File: src/sspr_consts.svh
// register indices, field positions, reset values and counts of the serial port
// assumes the byte address of a register is four times its index
`ifndef SSPR_CONSTS_SVH
`define SSPR_CONSTS_SVH

// ----------------------------------------------------------------
// register indices (byte address = index * 4)
// ----------------------------------------------------------------
`define SSPR_IDX_STATUS     16'h4320
`define SSPR_IDX_TX_BYTE    16'h4322
`define SSPR_IDX_RX_BYTE    16'h4324
`define SSPR_IDX_CONTROL    16'h4326
`define SSPR_IDX_EVT_STATUS 16'h4328
`define SSPR_IDX_EVT_ENABLE 16'h432a
`define SSPR_IDX_EVT_CLEAR  16'h432c

// ----------------------------------------------------------------
// status fields
// ----------------------------------------------------------------
`define SSPR_ST_TX_EMPTY 0
`define SSPR_ST_RX_FULL  1
`define SSPR_ST_BUSY     2

// ----------------------------------------------------------------
// control fields
// ----------------------------------------------------------------
`define SSPR_CTL_ENABLE  0
`define SSPR_CTL_MASTER  1
`define SSPR_CTL_CLOCK_POLARITY_SELECT    2
`define SSPR_CTL_CPHA    3
`define SSPR_CTL_TX_IE   4
`define SSPR_CTL_RX_IE   5
`define SSPR_CTL_WIDTH   6
`define SSPR_CTL_RESET   6'h00

// ----------------------------------------------------------------
// event bits: 0 byte received, 1 transmit byte taken
// ----------------------------------------------------------------
`define SSPR_EVT_RX      0
`define SSPR_EVT_TX      1
`define SSPR_EVT_WIDTH   2

// ----------------------------------------------------------------
// reset values and counts
// ----------------------------------------------------------------
`define SSPR_BYTE_RESET  8'h00
`define SSPR_HALF_PERIODS 16
`define SSPR_SCLK_HALF   8

`endif

File: src/sspr_pkg.sv
// types shared by the serial port register block
// numbers written out here; sspr_consts.svh is not included
`default_nettype none
package sspr_pkg;

    // master sequencer, gray coded
    typedef enum logic [1:0] {
        SSPR_ST_IDLE  = 2'b00,
        SSPR_ST_SHIFT = 2'b01
    } sspr_state_t;

    typedef logic [7:0] sspr_byte_t;

endpackage : sspr_pkg

`default_nettype wire

File: src/sspr_regs.sv
// 8-bit serial peripheral port, master or slave, with an apb register slave
// assumes apb on ref_clk; serial pins come from outside and are synchronised
//
// How it works
// RULE_01: master mode, status bit 2 reads 1 while a transfer runs, else 0.
// RULE_02: slave mode, status bit 2 reads 1 while slave select is low.
// RULE_03: status bit 1 is 1 while the receive byte buffer is full.
// RULE_04: status bit 0 is 1 while the transmit byte buffer is empty.
// RULE_05: transmit register holds an 8-bit read/write byte, msb first, reset zero.
// RULE_06: receive register shows each received byte, read-only, reset zero.
// RULE_07: control bit 5 requests an interrupt while the receive buffer is full.
// RULE_08: control bit 4 requests an interrupt while the transmit buffer is empty.
// RULE_09: control bits: 3 phase, 2 polarity, 1 master, 0 enable; reset zero.
// RULE_10: software sets phase, polarity and mode before enabling, never while enabled.
`timescale 1ns/10ps
`default_nettype none
`include "sspr_consts.svh"

module sspr_regs #(
    parameter int ADDR_W    = 20,
    parameter int SCLK_HALF = `SSPR_SCLK_HALF
) (
    // clock and reset
    input  wire logic              ref_clk,
    input  wire logic              rst_n,
    // apb slave
    input  wire logic              psel,
    input  wire logic              penable,
    input  wire logic              pwrite,
    input  wire logic [ADDR_W-1:0] paddr,
    input  wire logic [31:0]       pwdata,
    output var  logic [31:0]       prdata,
    output var  logic              pready,
    output var  logic              pslverr,
    // serial link
    input  wire logic              sclk_in,
    output var  logic              sclk_out,
    output var  logic              sclk_oe_n,
    input  wire logic              ss_n_in,
    input  wire logic              sdi,
    output var  logic              sdo,
    output var  logic              sdo_oe_n,
    // interrupt
    output var  logic              irq
);
    import sspr_pkg::*;

    // ----------------------------------------------------------------
    // state
    // ----------------------------------------------------------------
    logic                      pready_q, pslverr_q;
    logic [31:0]               prdata_q;
    sspr_byte_t                tx_byte_q, rx_byte_q, tsh_q, rsh_q;
    logic                      tx_empty_q, rx_full_q;
    logic [`SSPR_CTL_WIDTH-1:0] ctl_q;
    logic [`SSPR_EVT_WIDTH-1:0] evt_q, evt_en_q;
    sspr_state_t               st_q;
    logic [15:0]               div_q;
    logic [3:0]                half_q;
    logic [2:0]                bit_q;
    logic                      sclk_q, sdo_q, sclk_oe_n_q, sdo_oe_n_q, irq_q;
    logic                      sclk_s1, sclk_s2, sclk_s3;
    logic                      ss_s1, ss_s2, ss_s3;
    logic                      sdi_s1, sdi_s2;

    // ----------------------------------------------------------------
    // apb decode
    // ----------------------------------------------------------------
    function automatic logic hit(input logic [ADDR_W-1:0] a, input logic [15:0] idx);
        hit = (a[ADDR_W-1:2] == (ADDR_W-2)'(idx)) && (a[1:0] == 2'b00);
    endfunction : hit

    wire        acc       = psel && penable && !pready_q;
    wire        done      = psel && penable && pready_q;
    wire        wr        = done && pwrite && !pslverr_q;
    wire        rd        = done && !pwrite && !pslverr_q;
    wire        a_status  = hit(paddr, `SSPR_IDX_STATUS);
    wire        a_tx      = hit(paddr, `SSPR_IDX_TX_BYTE);
    wire        a_rx      = hit(paddr, `SSPR_IDX_RX_BYTE);
    wire        a_ctl     = hit(paddr, `SSPR_IDX_CONTROL);
    wire        a_evt     = hit(paddr, `SSPR_IDX_EVT_STATUS);
    wire        a_evt_en  = hit(paddr, `SSPR_IDX_EVT_ENABLE);
    wire        a_evt_clr = hit(paddr, `SSPR_IDX_EVT_CLEAR);
    wire        mapped    = a_status | a_tx | a_rx | a_ctl | a_evt | a_evt_en | a_evt_clr;

    // ----------------------------------------------------------------
    // control fields
    // ----------------------------------------------------------------
    wire en     = ctl_q[`SSPR_CTL_ENABLE];
    wire master = ctl_q[`SSPR_CTL_MASTER];
    wire clock_polarity_select   = ctl_q[`SSPR_CTL_CLOCK_POLARITY_SELECT];
    wire cpha   = ctl_q[`SSPR_CTL_CPHA];

    // ----------------------------------------------------------------
    // serial edges, master generated or slave observed
    // ----------------------------------------------------------------
    wire m_tick   = (st_q == SSPR_ST_SHIFT) && (div_q == 16'(SCLK_HALF - 1));
    wire m_start  = en && master && (st_q == SSPR_ST_IDLE) && !tx_empty_q;
    wire m_last   = m_tick && (half_q == 4'(`SSPR_HALF_PERIODS - 1));
    wire selected = en && !master && !ss_s2;
    wire s_rise   = sclk_s2 && !sclk_s3;
    wire s_fall   = !sclk_s2 && sclk_s3;
    wire s_lead   = selected && (clock_polarity_select ? s_fall : s_rise);
    wire s_trail  = selected && (clock_polarity_select ? s_rise : s_fall);
    wire ss_fall  = en && !master && !ss_s2 && ss_s3;
    // leading edge is the one leaving the idle level
    wire lead_ev  = master ? (m_tick && !half_q[0]) : s_lead;
    wire trail_ev = master ? (m_tick && half_q[0]) : s_trail;
    // phase picks which edge samples and which shifts
    wire sample_ev = cpha ? trail_ev : lead_ev; // RULE_09
    wire shift_ev  = cpha ? lead_ev : trail_ev; // RULE_09
    wire byte_done = sample_ev && (bit_q == 3'h7);
    wire s_load    = ss_fall || (selected && byte_done);
    wire load      = m_start || s_load;
    wire tx_taken  = load && !tx_empty_q;
    wire sspr_byte_t rx_next = {rsh_q[6:0], sdi_s2};
    wire busy_bit  = master ? (st_q == SSPR_ST_SHIFT) : !ss_s2;

    // ----------------------------------------------------------------
    // read mux
    // ----------------------------------------------------------------
    wire [31:0] rd_status = {29'h0, busy_bit, rx_full_q, tx_empty_q}; // RULE_01 RULE_02 RULE_03 RULE_04
    wire [31:0] rd_mux =
        a_status ? rd_status :
        a_tx     ? {24'h0, tx_byte_q} : // RULE_05
        a_rx     ? {24'h0, rx_byte_q} : // RULE_06
        a_ctl    ? {26'h0, ctl_q} :
        a_evt    ? {30'h0, evt_q} :
        a_evt_en ? {30'h0, evt_en_q} : 32'h0;

    wire irq_d = (ctl_q[`SSPR_CTL_RX_IE] && rx_full_q)  // RULE_07
              || (ctl_q[`SSPR_CTL_TX_IE] && tx_empty_q) // RULE_08
              || |(evt_q & evt_en_q);

    // ----------------------------------------------------------------
    // apb answer: one wait state, registered data
    // ----------------------------------------------------------------
    always_ff @(posedge ref_clk) begin
        if (!rst_n) begin
            pready_q  <= 1'b0;
            pslverr_q <= 1'b0;
            prdata_q  <= 32'h0;
        end else begin
            pready_q  <= acc;
            pslverr_q <= acc && !mapped;
            prdata_q  <= (acc && !pwrite && mapped) ? rd_mux : 32'h0;
        end
    end

    // ----------------------------------------------------------------
    // software registers
    // ----------------------------------------------------------------
    always_ff @(posedge ref_clk) begin
        if (!rst_n) begin
            ctl_q     <= `SSPR_CTL_RESET; // RULE_09
            tx_byte_q <= `SSPR_BYTE_RESET; // RULE_05
            evt_en_q  <= '0;
        end else begin
            if (wr && a_ctl)
                ctl_q <= pwdata[`SSPR_CTL_WIDTH-1:0]; // RULE_09
            if (wr && a_tx)
                tx_byte_q <= pwdata[7:0]; // RULE_05
            if (wr && a_evt_en)
                evt_en_q <= pwdata[`SSPR_EVT_WIDTH-1:0];
        end
    end

    // ----------------------------------------------------------------
    // buffer flags and events; a set beats a clear in the same cycle, except tx_empty_q, where a transmit write beats a load
    // ----------------------------------------------------------------
    always_ff @(posedge ref_clk) begin
        if (!rst_n) begin
            tx_empty_q <= 1'b1; // RULE_04
            rx_full_q  <= 1'b0; // RULE_03
            rx_byte_q  <= `SSPR_BYTE_RESET; // RULE_06
            evt_q      <= '0;
            irq_q      <= 1'b0;
        end else begin
            // a fresh write survives a load of the previous byte
            if (wr && a_tx)
                tx_empty_q <= 1'b0; // RULE_04
            else if (load)
                tx_empty_q <= 1'b1; // RULE_04
            if (byte_done) begin
                rx_full_q <= 1'b1; // RULE_03
                rx_byte_q <= rx_next; // RULE_06
            end else if (rd && a_rx) begin
                rx_full_q <= 1'b0; // RULE_03
            end
            evt_q[`SSPR_EVT_RX] <= byte_done
                || (evt_q[`SSPR_EVT_RX] && !(wr && a_evt_clr && pwdata[`SSPR_EVT_RX]));
            evt_q[`SSPR_EVT_TX] <= tx_taken
                || (evt_q[`SSPR_EVT_TX] && !(wr && a_evt_clr && pwdata[`SSPR_EVT_TX]));
            irq_q <= irq_d;
        end
    end

    // ----------------------------------------------------------------
    // pin synchronisers
    // ----------------------------------------------------------------
    always_ff @(posedge ref_clk) begin
        if (!rst_n) begin
            // select reset as low so the slave flag starts at 1
            {sclk_s1, sclk_s2, sclk_s3} <= 3'h0;
            {ss_s1, ss_s2, ss_s3}       <= 3'h0; // RULE_02
            {sdi_s1, sdi_s2}            <= 2'h0;
        end else begin
            sclk_s1 <= sclk_in;
            sclk_s2 <= sclk_s1;
            sclk_s3 <= sclk_s2;
            ss_s1   <= ss_n_in;
            ss_s2   <= ss_s1;
            ss_s3   <= ss_s2;
            sdi_s1  <= sdi;
            sdi_s2  <= sdi_s1;
        end
    end

    // ----------------------------------------------------------------
    // master sequencer and clock divider
    // ----------------------------------------------------------------
    always_ff @(posedge ref_clk) begin
        if (!rst_n) begin
            st_q   <= SSPR_ST_IDLE;
            div_q  <= 16'h0;
            half_q <= 4'h0;
            sclk_q <= 1'b0;
        end else begin
            case (st_q)
                SSPR_ST_IDLE: begin
                    div_q  <= 16'h0;
                    half_q <= 4'h0;
                    sclk_q <= clock_polarity_select; // RULE_09
                    if (m_start)
                        st_q <= SSPR_ST_SHIFT; // RULE_01
                end
                SSPR_ST_SHIFT: begin
                    div_q <= m_tick ? 16'h0 : div_q + 16'h1;
                    if (m_tick) begin
                        sclk_q <= !sclk_q;
                        half_q <= half_q + 4'h1;
                    end
                    // dropping enable aborts the byte
                    if (m_last || !en)
                        st_q <= SSPR_ST_IDLE; // RULE_01
                end
                default: st_q <= SSPR_ST_IDLE;
            endcase
        end
    end

    // ----------------------------------------------------------------
    // shifters, common to both modes; mode bits are assumed stable
    // ----------------------------------------------------------------
    always_ff @(posedge ref_clk) begin
        if (!rst_n) begin
            tsh_q <= `SSPR_BYTE_RESET;
            rsh_q <= `SSPR_BYTE_RESET;
            bit_q <= 3'h0;
            sdo_q <= 1'b0;
        end else begin
            if (load) begin
                tsh_q <= tx_byte_q; // RULE_10
                bit_q <= 3'h0;
                if (!cpha)
                    sdo_q <= tx_byte_q[7];
            end else begin
                if (shift_ev) begin
                    sdo_q <= cpha ? tsh_q[7] : tsh_q[6];
                    tsh_q <= {tsh_q[6:0], 1'b0};
                end
                if (sample_ev) begin
                    rsh_q <= rx_next;
                    bit_q <= bit_q + 3'h1;
                end
            end
        end
    end

    // ----------------------------------------------------------------
    // pin drivers and outputs
    // ----------------------------------------------------------------
    always_ff @(posedge ref_clk) begin
        if (!rst_n) begin
            sclk_oe_n_q <= 1'b1;
            sdo_oe_n_q  <= 1'b1;
        end else begin
            sclk_oe_n_q <= !(en && master);
            // slave releases its output while not selected
            sdo_oe_n_q  <= !(en && (master || !ss_s2));
        end
    end

    assign prdata    = prdata_q;
    assign pready    = pready_q;
    assign pslverr   = pslverr_q;
    assign sclk_out  = sclk_q;
    assign sclk_oe_n = sclk_oe_n_q;
    assign sdo       = sdo_q;
    assign sdo_oe_n  = sdo_oe_n_q;
    assign irq       = irq_q;

endmodule : sspr_regs

`default_nettype wire

File: config.mk
export PLATFORM = sky130hd
export DESIGN_NAME = sspr_regs
export DESIGN_NICKNAME = d
export VERILOG_FILES = /design/src/sspr_pkg.sv /design/src/sspr_regs.sv
export VERILOG_INCLUDE_DIRS = /design/src
export SDC_FILE = /design/constraint.sdc
export NUM_CORES = 1
export LEC_CHECK = 0
export BUFFER_PORTS_ARGS = -buffer_cell sky130_fd_sc_hd__buf_2
export CORE_ASPECT_RATIO = 1.75
export CORE_MARGIN = 2
export CORE_UTILIZATION = 30
export CTS_BUF_LIST = sky130_fd_sc_hd__clkbuf_4 sky130_fd_sc_hd__clkbuf_8 sky130_fd_sc_hd__clkbuf_16
export CTS_CLUSTER_DIAMETER = 150
export CTS_CLUSTER_SIZE = 25
export DETAILED_ROUTE_END_ITERATION = 12
export PLACE_DENSITY = 0.52
export SETUP_SLACK_MARGIN = 0.2
export SLEW_MARGIN = 20
export SYNTH_ARGS = -nofsm -noshare
export SYNTH_HDL_FRONTEND = slang
export SYNTH_SLANG_ARGS = --single-unit
export TNS_END_PERCENT = 10
File: constraint.sdc
create_clock -name ref_clk -period 7.15 [get_ports ref_clk]
set_input_delay 2.145 -clock ref_clk [delete_from_list [all_inputs] [get_ports ref_clk]]
set_output_delay 2.145 -clock ref_clk [all_outputs]
set_load 0.01 [all_outputs]
==> impl_metrics.csv <==
group,metric,value,unit
outcome,outcome,"finished, final reports clean",
sta,max_slew.worst_pin.slew,0.874,ns
floorplanning,die_w,90.7,um
pwr,pwr-share-seq,48.3,%
synth,async_flop_share,0,%
setup_path,critPathRequiredTime,7.42,ns
synth,syn_area,3950,um^2
clocking,cts.sinks,90,
sta,final_hold_viol_count,0,
synth,synth_cells,423,
synth,yosys.area.top_type,"dfxtp_1",
route,num_vias,3045,
setup_path,cp_max_fo,6,
setup_path,crit_path_start_kind,"input port",
sta,slew_headroom,41.3,%
sta,setup_violations,0,
floorplanning,start_util,30.7,%
clocking,cts_hold_buf,0,
synth,yosys.area.top_type_share,45.6,%
finish,antenna_cells,0,
synth,yosysSeqAreaShare,45.6,%
clocking,htreeDepth,3,
synth,synth_ff_type,"dfxtp_1",
clocking,cts_tree,"yes",
min_path,hp-class,"reg2reg",
pwr,combPwrFrac,2.9,%
sta,maxSlewViolCount,0,
grt,grt_use_met3,2.51,%
finish,multi_input_area,1970,um^2
clocking,clk_pin_slew,0.07,ns
clocking,cts_resized,0,
grt,grt_antenna_before_repair,0,
grt,use_met2,23.5,%
sta,setup_slack,2.81,ns
synth,yosysUniqueCellTypes,54,
place,numPortBuffers,50,
pwr,p_sw_share,20.5,%
floorplanning,rows,55,
clocking,numCtsBuffers,9,
clocking,post_cts_buffers,0,
sta,post-route-period-util,60.8,%
clocking,clk_latency,0.34,ns
route,drt_wl_total,8990,um
pwr,clockPowerShare,48.8,%
finish,n_fill_cell,1338,
route,drtIter0Drc,117,
synth,ys_ff_latch,90,
setup_path,rr_startpoint,"div_q[0]",
clocking,clock_path_buffers,2,
grt,grt_first_pass_wirelength,14800,um
grt,grt_use_total,13.3,%
place,place_hpwl,6730,um
grt,grt_pass1_vias,2962,
place,post-place-ws,2.50,ns
setup_path,rrSetupSlack,4.33,ns
setup_path,cp-end-kind,"flip-flop",
route,drt-pass1-iter-count,4,
synth,synth_common_cells,"90 x dfxtp_1, 76 x nor2_1, 45 x mux2i_1",
setup_path,crit_start,"paddr[13]",
synth,yosys_warnings,0,
flow_run,max_cap_violations,0,
finish,final_core_util,35.8,%
floorplanning,dieArea,14100,um^2
min_path,worstHoldStart,"sclk_s1",
sta,period_minus_slack,4.34,ns
synth,synthTopCellsByArea,"dfxtp_1 46%, mux2i_1 11%, nor2_1 7.2%",
sta,fmax,0.230,GHz
pwr,power_density,227,nW/um^2
sta,rsz0062_at_grt,"false",
pwr,power.internal,0.830,mW
place,gp_congestion,0.806,
pwr,ir_drop,0.123,mV
route,drcViolationCount,0,
grt,grt.overflow.total,0,
grt,grt_use_met1,14.1,%
floorplanning,ios,99,
route,vias_per_cell,4.72,
finish,register_area,1800,um^2
pwr,power.total,1.04,mW
synth,yosysMostFrequentCell,"dfxtp_1",
finish,fin_nets,533,
finish,drive_gt1_share,16.0,%
floorplanning,fp.dieH,156,um
route,ant_nets,0,
setup_path,critPathKind,"in2reg",
floorplanning,coreArea,12900,um^2
pwr,p_sw,0.214,mW
grt,busiest_layer,"met2",
sta,fin_skew,0.00799,ns
synth,syn_area_per_cell,9.34,um^2
route,routedWlPerCell,13.9,um
synth,synth_edf_count,0,
grt,grt_max_degree,47,
pwr,p_leak,1.84,nW
finish,syn2layout_area_growth,16.7,%
sta,fin_setup_tns,0,ns
clocking,root_buffer,"clkbuf_16",
setup_path,cp.arrival,4.61,ns
-- per-layer routing --
| layer | part of all wire [%] | vias to the layer above | wire [um] |
|---|---|---|---|
| met4 | 4.8 | 0 | 430 |
| li1 | - | 1519 | - |
| met2 | 50 | 89 | 4520 |
| met1 | 40 | 1418 | 3640 |
| met3 | 4.5 | 19 | 402 |
| met5 | 0 | - | 0 |
-- layout by cell type, fill, tap and decap left out, types with 6 or more instances in the layout --
cell type  synthesis  layout
conb_1             1      24
xnor2_1            8       8
mux2i_1           45      44
nor3b_1            7       7
buf_2              2      50
nand2b_1           6       6
clkbuf_16          0       9
dfxtp_1           90      90
and2_1            10      10
nor4_1             6       6
nand2_1           20      20
and3_1             7       7
nor2_1            76      76
nand3_1           13      13
a21oi_1            8       8
a211oi_1           8       8
xor2_1            11      11
-- power by group through the flow --
| stage | Sequential, mW | Clock [mW] | Combinational [mW] |
|---|---|---|---|
| CTS | 0.505 | 0.523 | 0.0298 |
| global route | 0.505 | 0.543 | 0.0335 |
| floorplan | 0.516 | 0 | 0.0250 |
| detailed placement | 0.516 | 0 | 0.0297 |
| global placement | 0.516 | 0 | 0.0294 |
| finish | 0.505 | 0.510 | 0.0298 |
-- logic make-up after synthesis --
logic type | count (synthesis) | share of synthesized area, %
and+or+nand+nor | 173 | 22.5
adders and majority gates | 4 | 1.27
buffers and inverters | 47 | 6.81
muxes | 45 | 11.4
other | 1 | 0.0949
DFF | 90 | 45.6
AOI/OAI and AO/OA | 44 | 8.08
xor gates and xnor gates | 19 | 4.21
-- area by class of cell --
type	count	share of cell area [%]
Multi-Input combinational cell	309	42.7
Sequential cell	90	39.1
Timing Repair Buffer	53	5.92
Clock buffer	10	5.19
Tap cell	171	4.64
Clock inverter	6	1.93
Inverter	6	0.489
-- flip-flops by register name (all words and copies together) (netlist names), 2 cells and up --
signal and cells:
evt_en_q 2, prdata 8, tx_byte_q 8, evt_q 2, div_q 16, rsh_q 7
rx_byte_q 8, half_q 4, ctl_q 6, bit_q 3, tsh_q 8
-- metrics by stage --
step	std cells	area (um^2)	hold slack, ns
after floorplan	446	4040	0.412
after global routing	645	4610	0.443
after CTS	645	4610	0.437
final	645	4610	0.435
after global placement	629	4280	0.423
after detailed placement	629	4280	0.423
-- worst max-delay path, stage by stage --
cell     delay (ns)
buf_2          0.10
or4_1          0.52
or4_4          0.47
nor3_1         0.73
a22o_1         0.26
a221o_1        0.12
mux2i_1        0.07
a21oi_1        0.19
-- final timing paths --
path	to	cells after the start
setup / recovery	prdata[0]	8
hold / removal	sclk_s2	1
setup reg to reg	rsh_q[5]	9
hold reg to reg	sclk_s2	1
(Power assumes the default switching activity.)
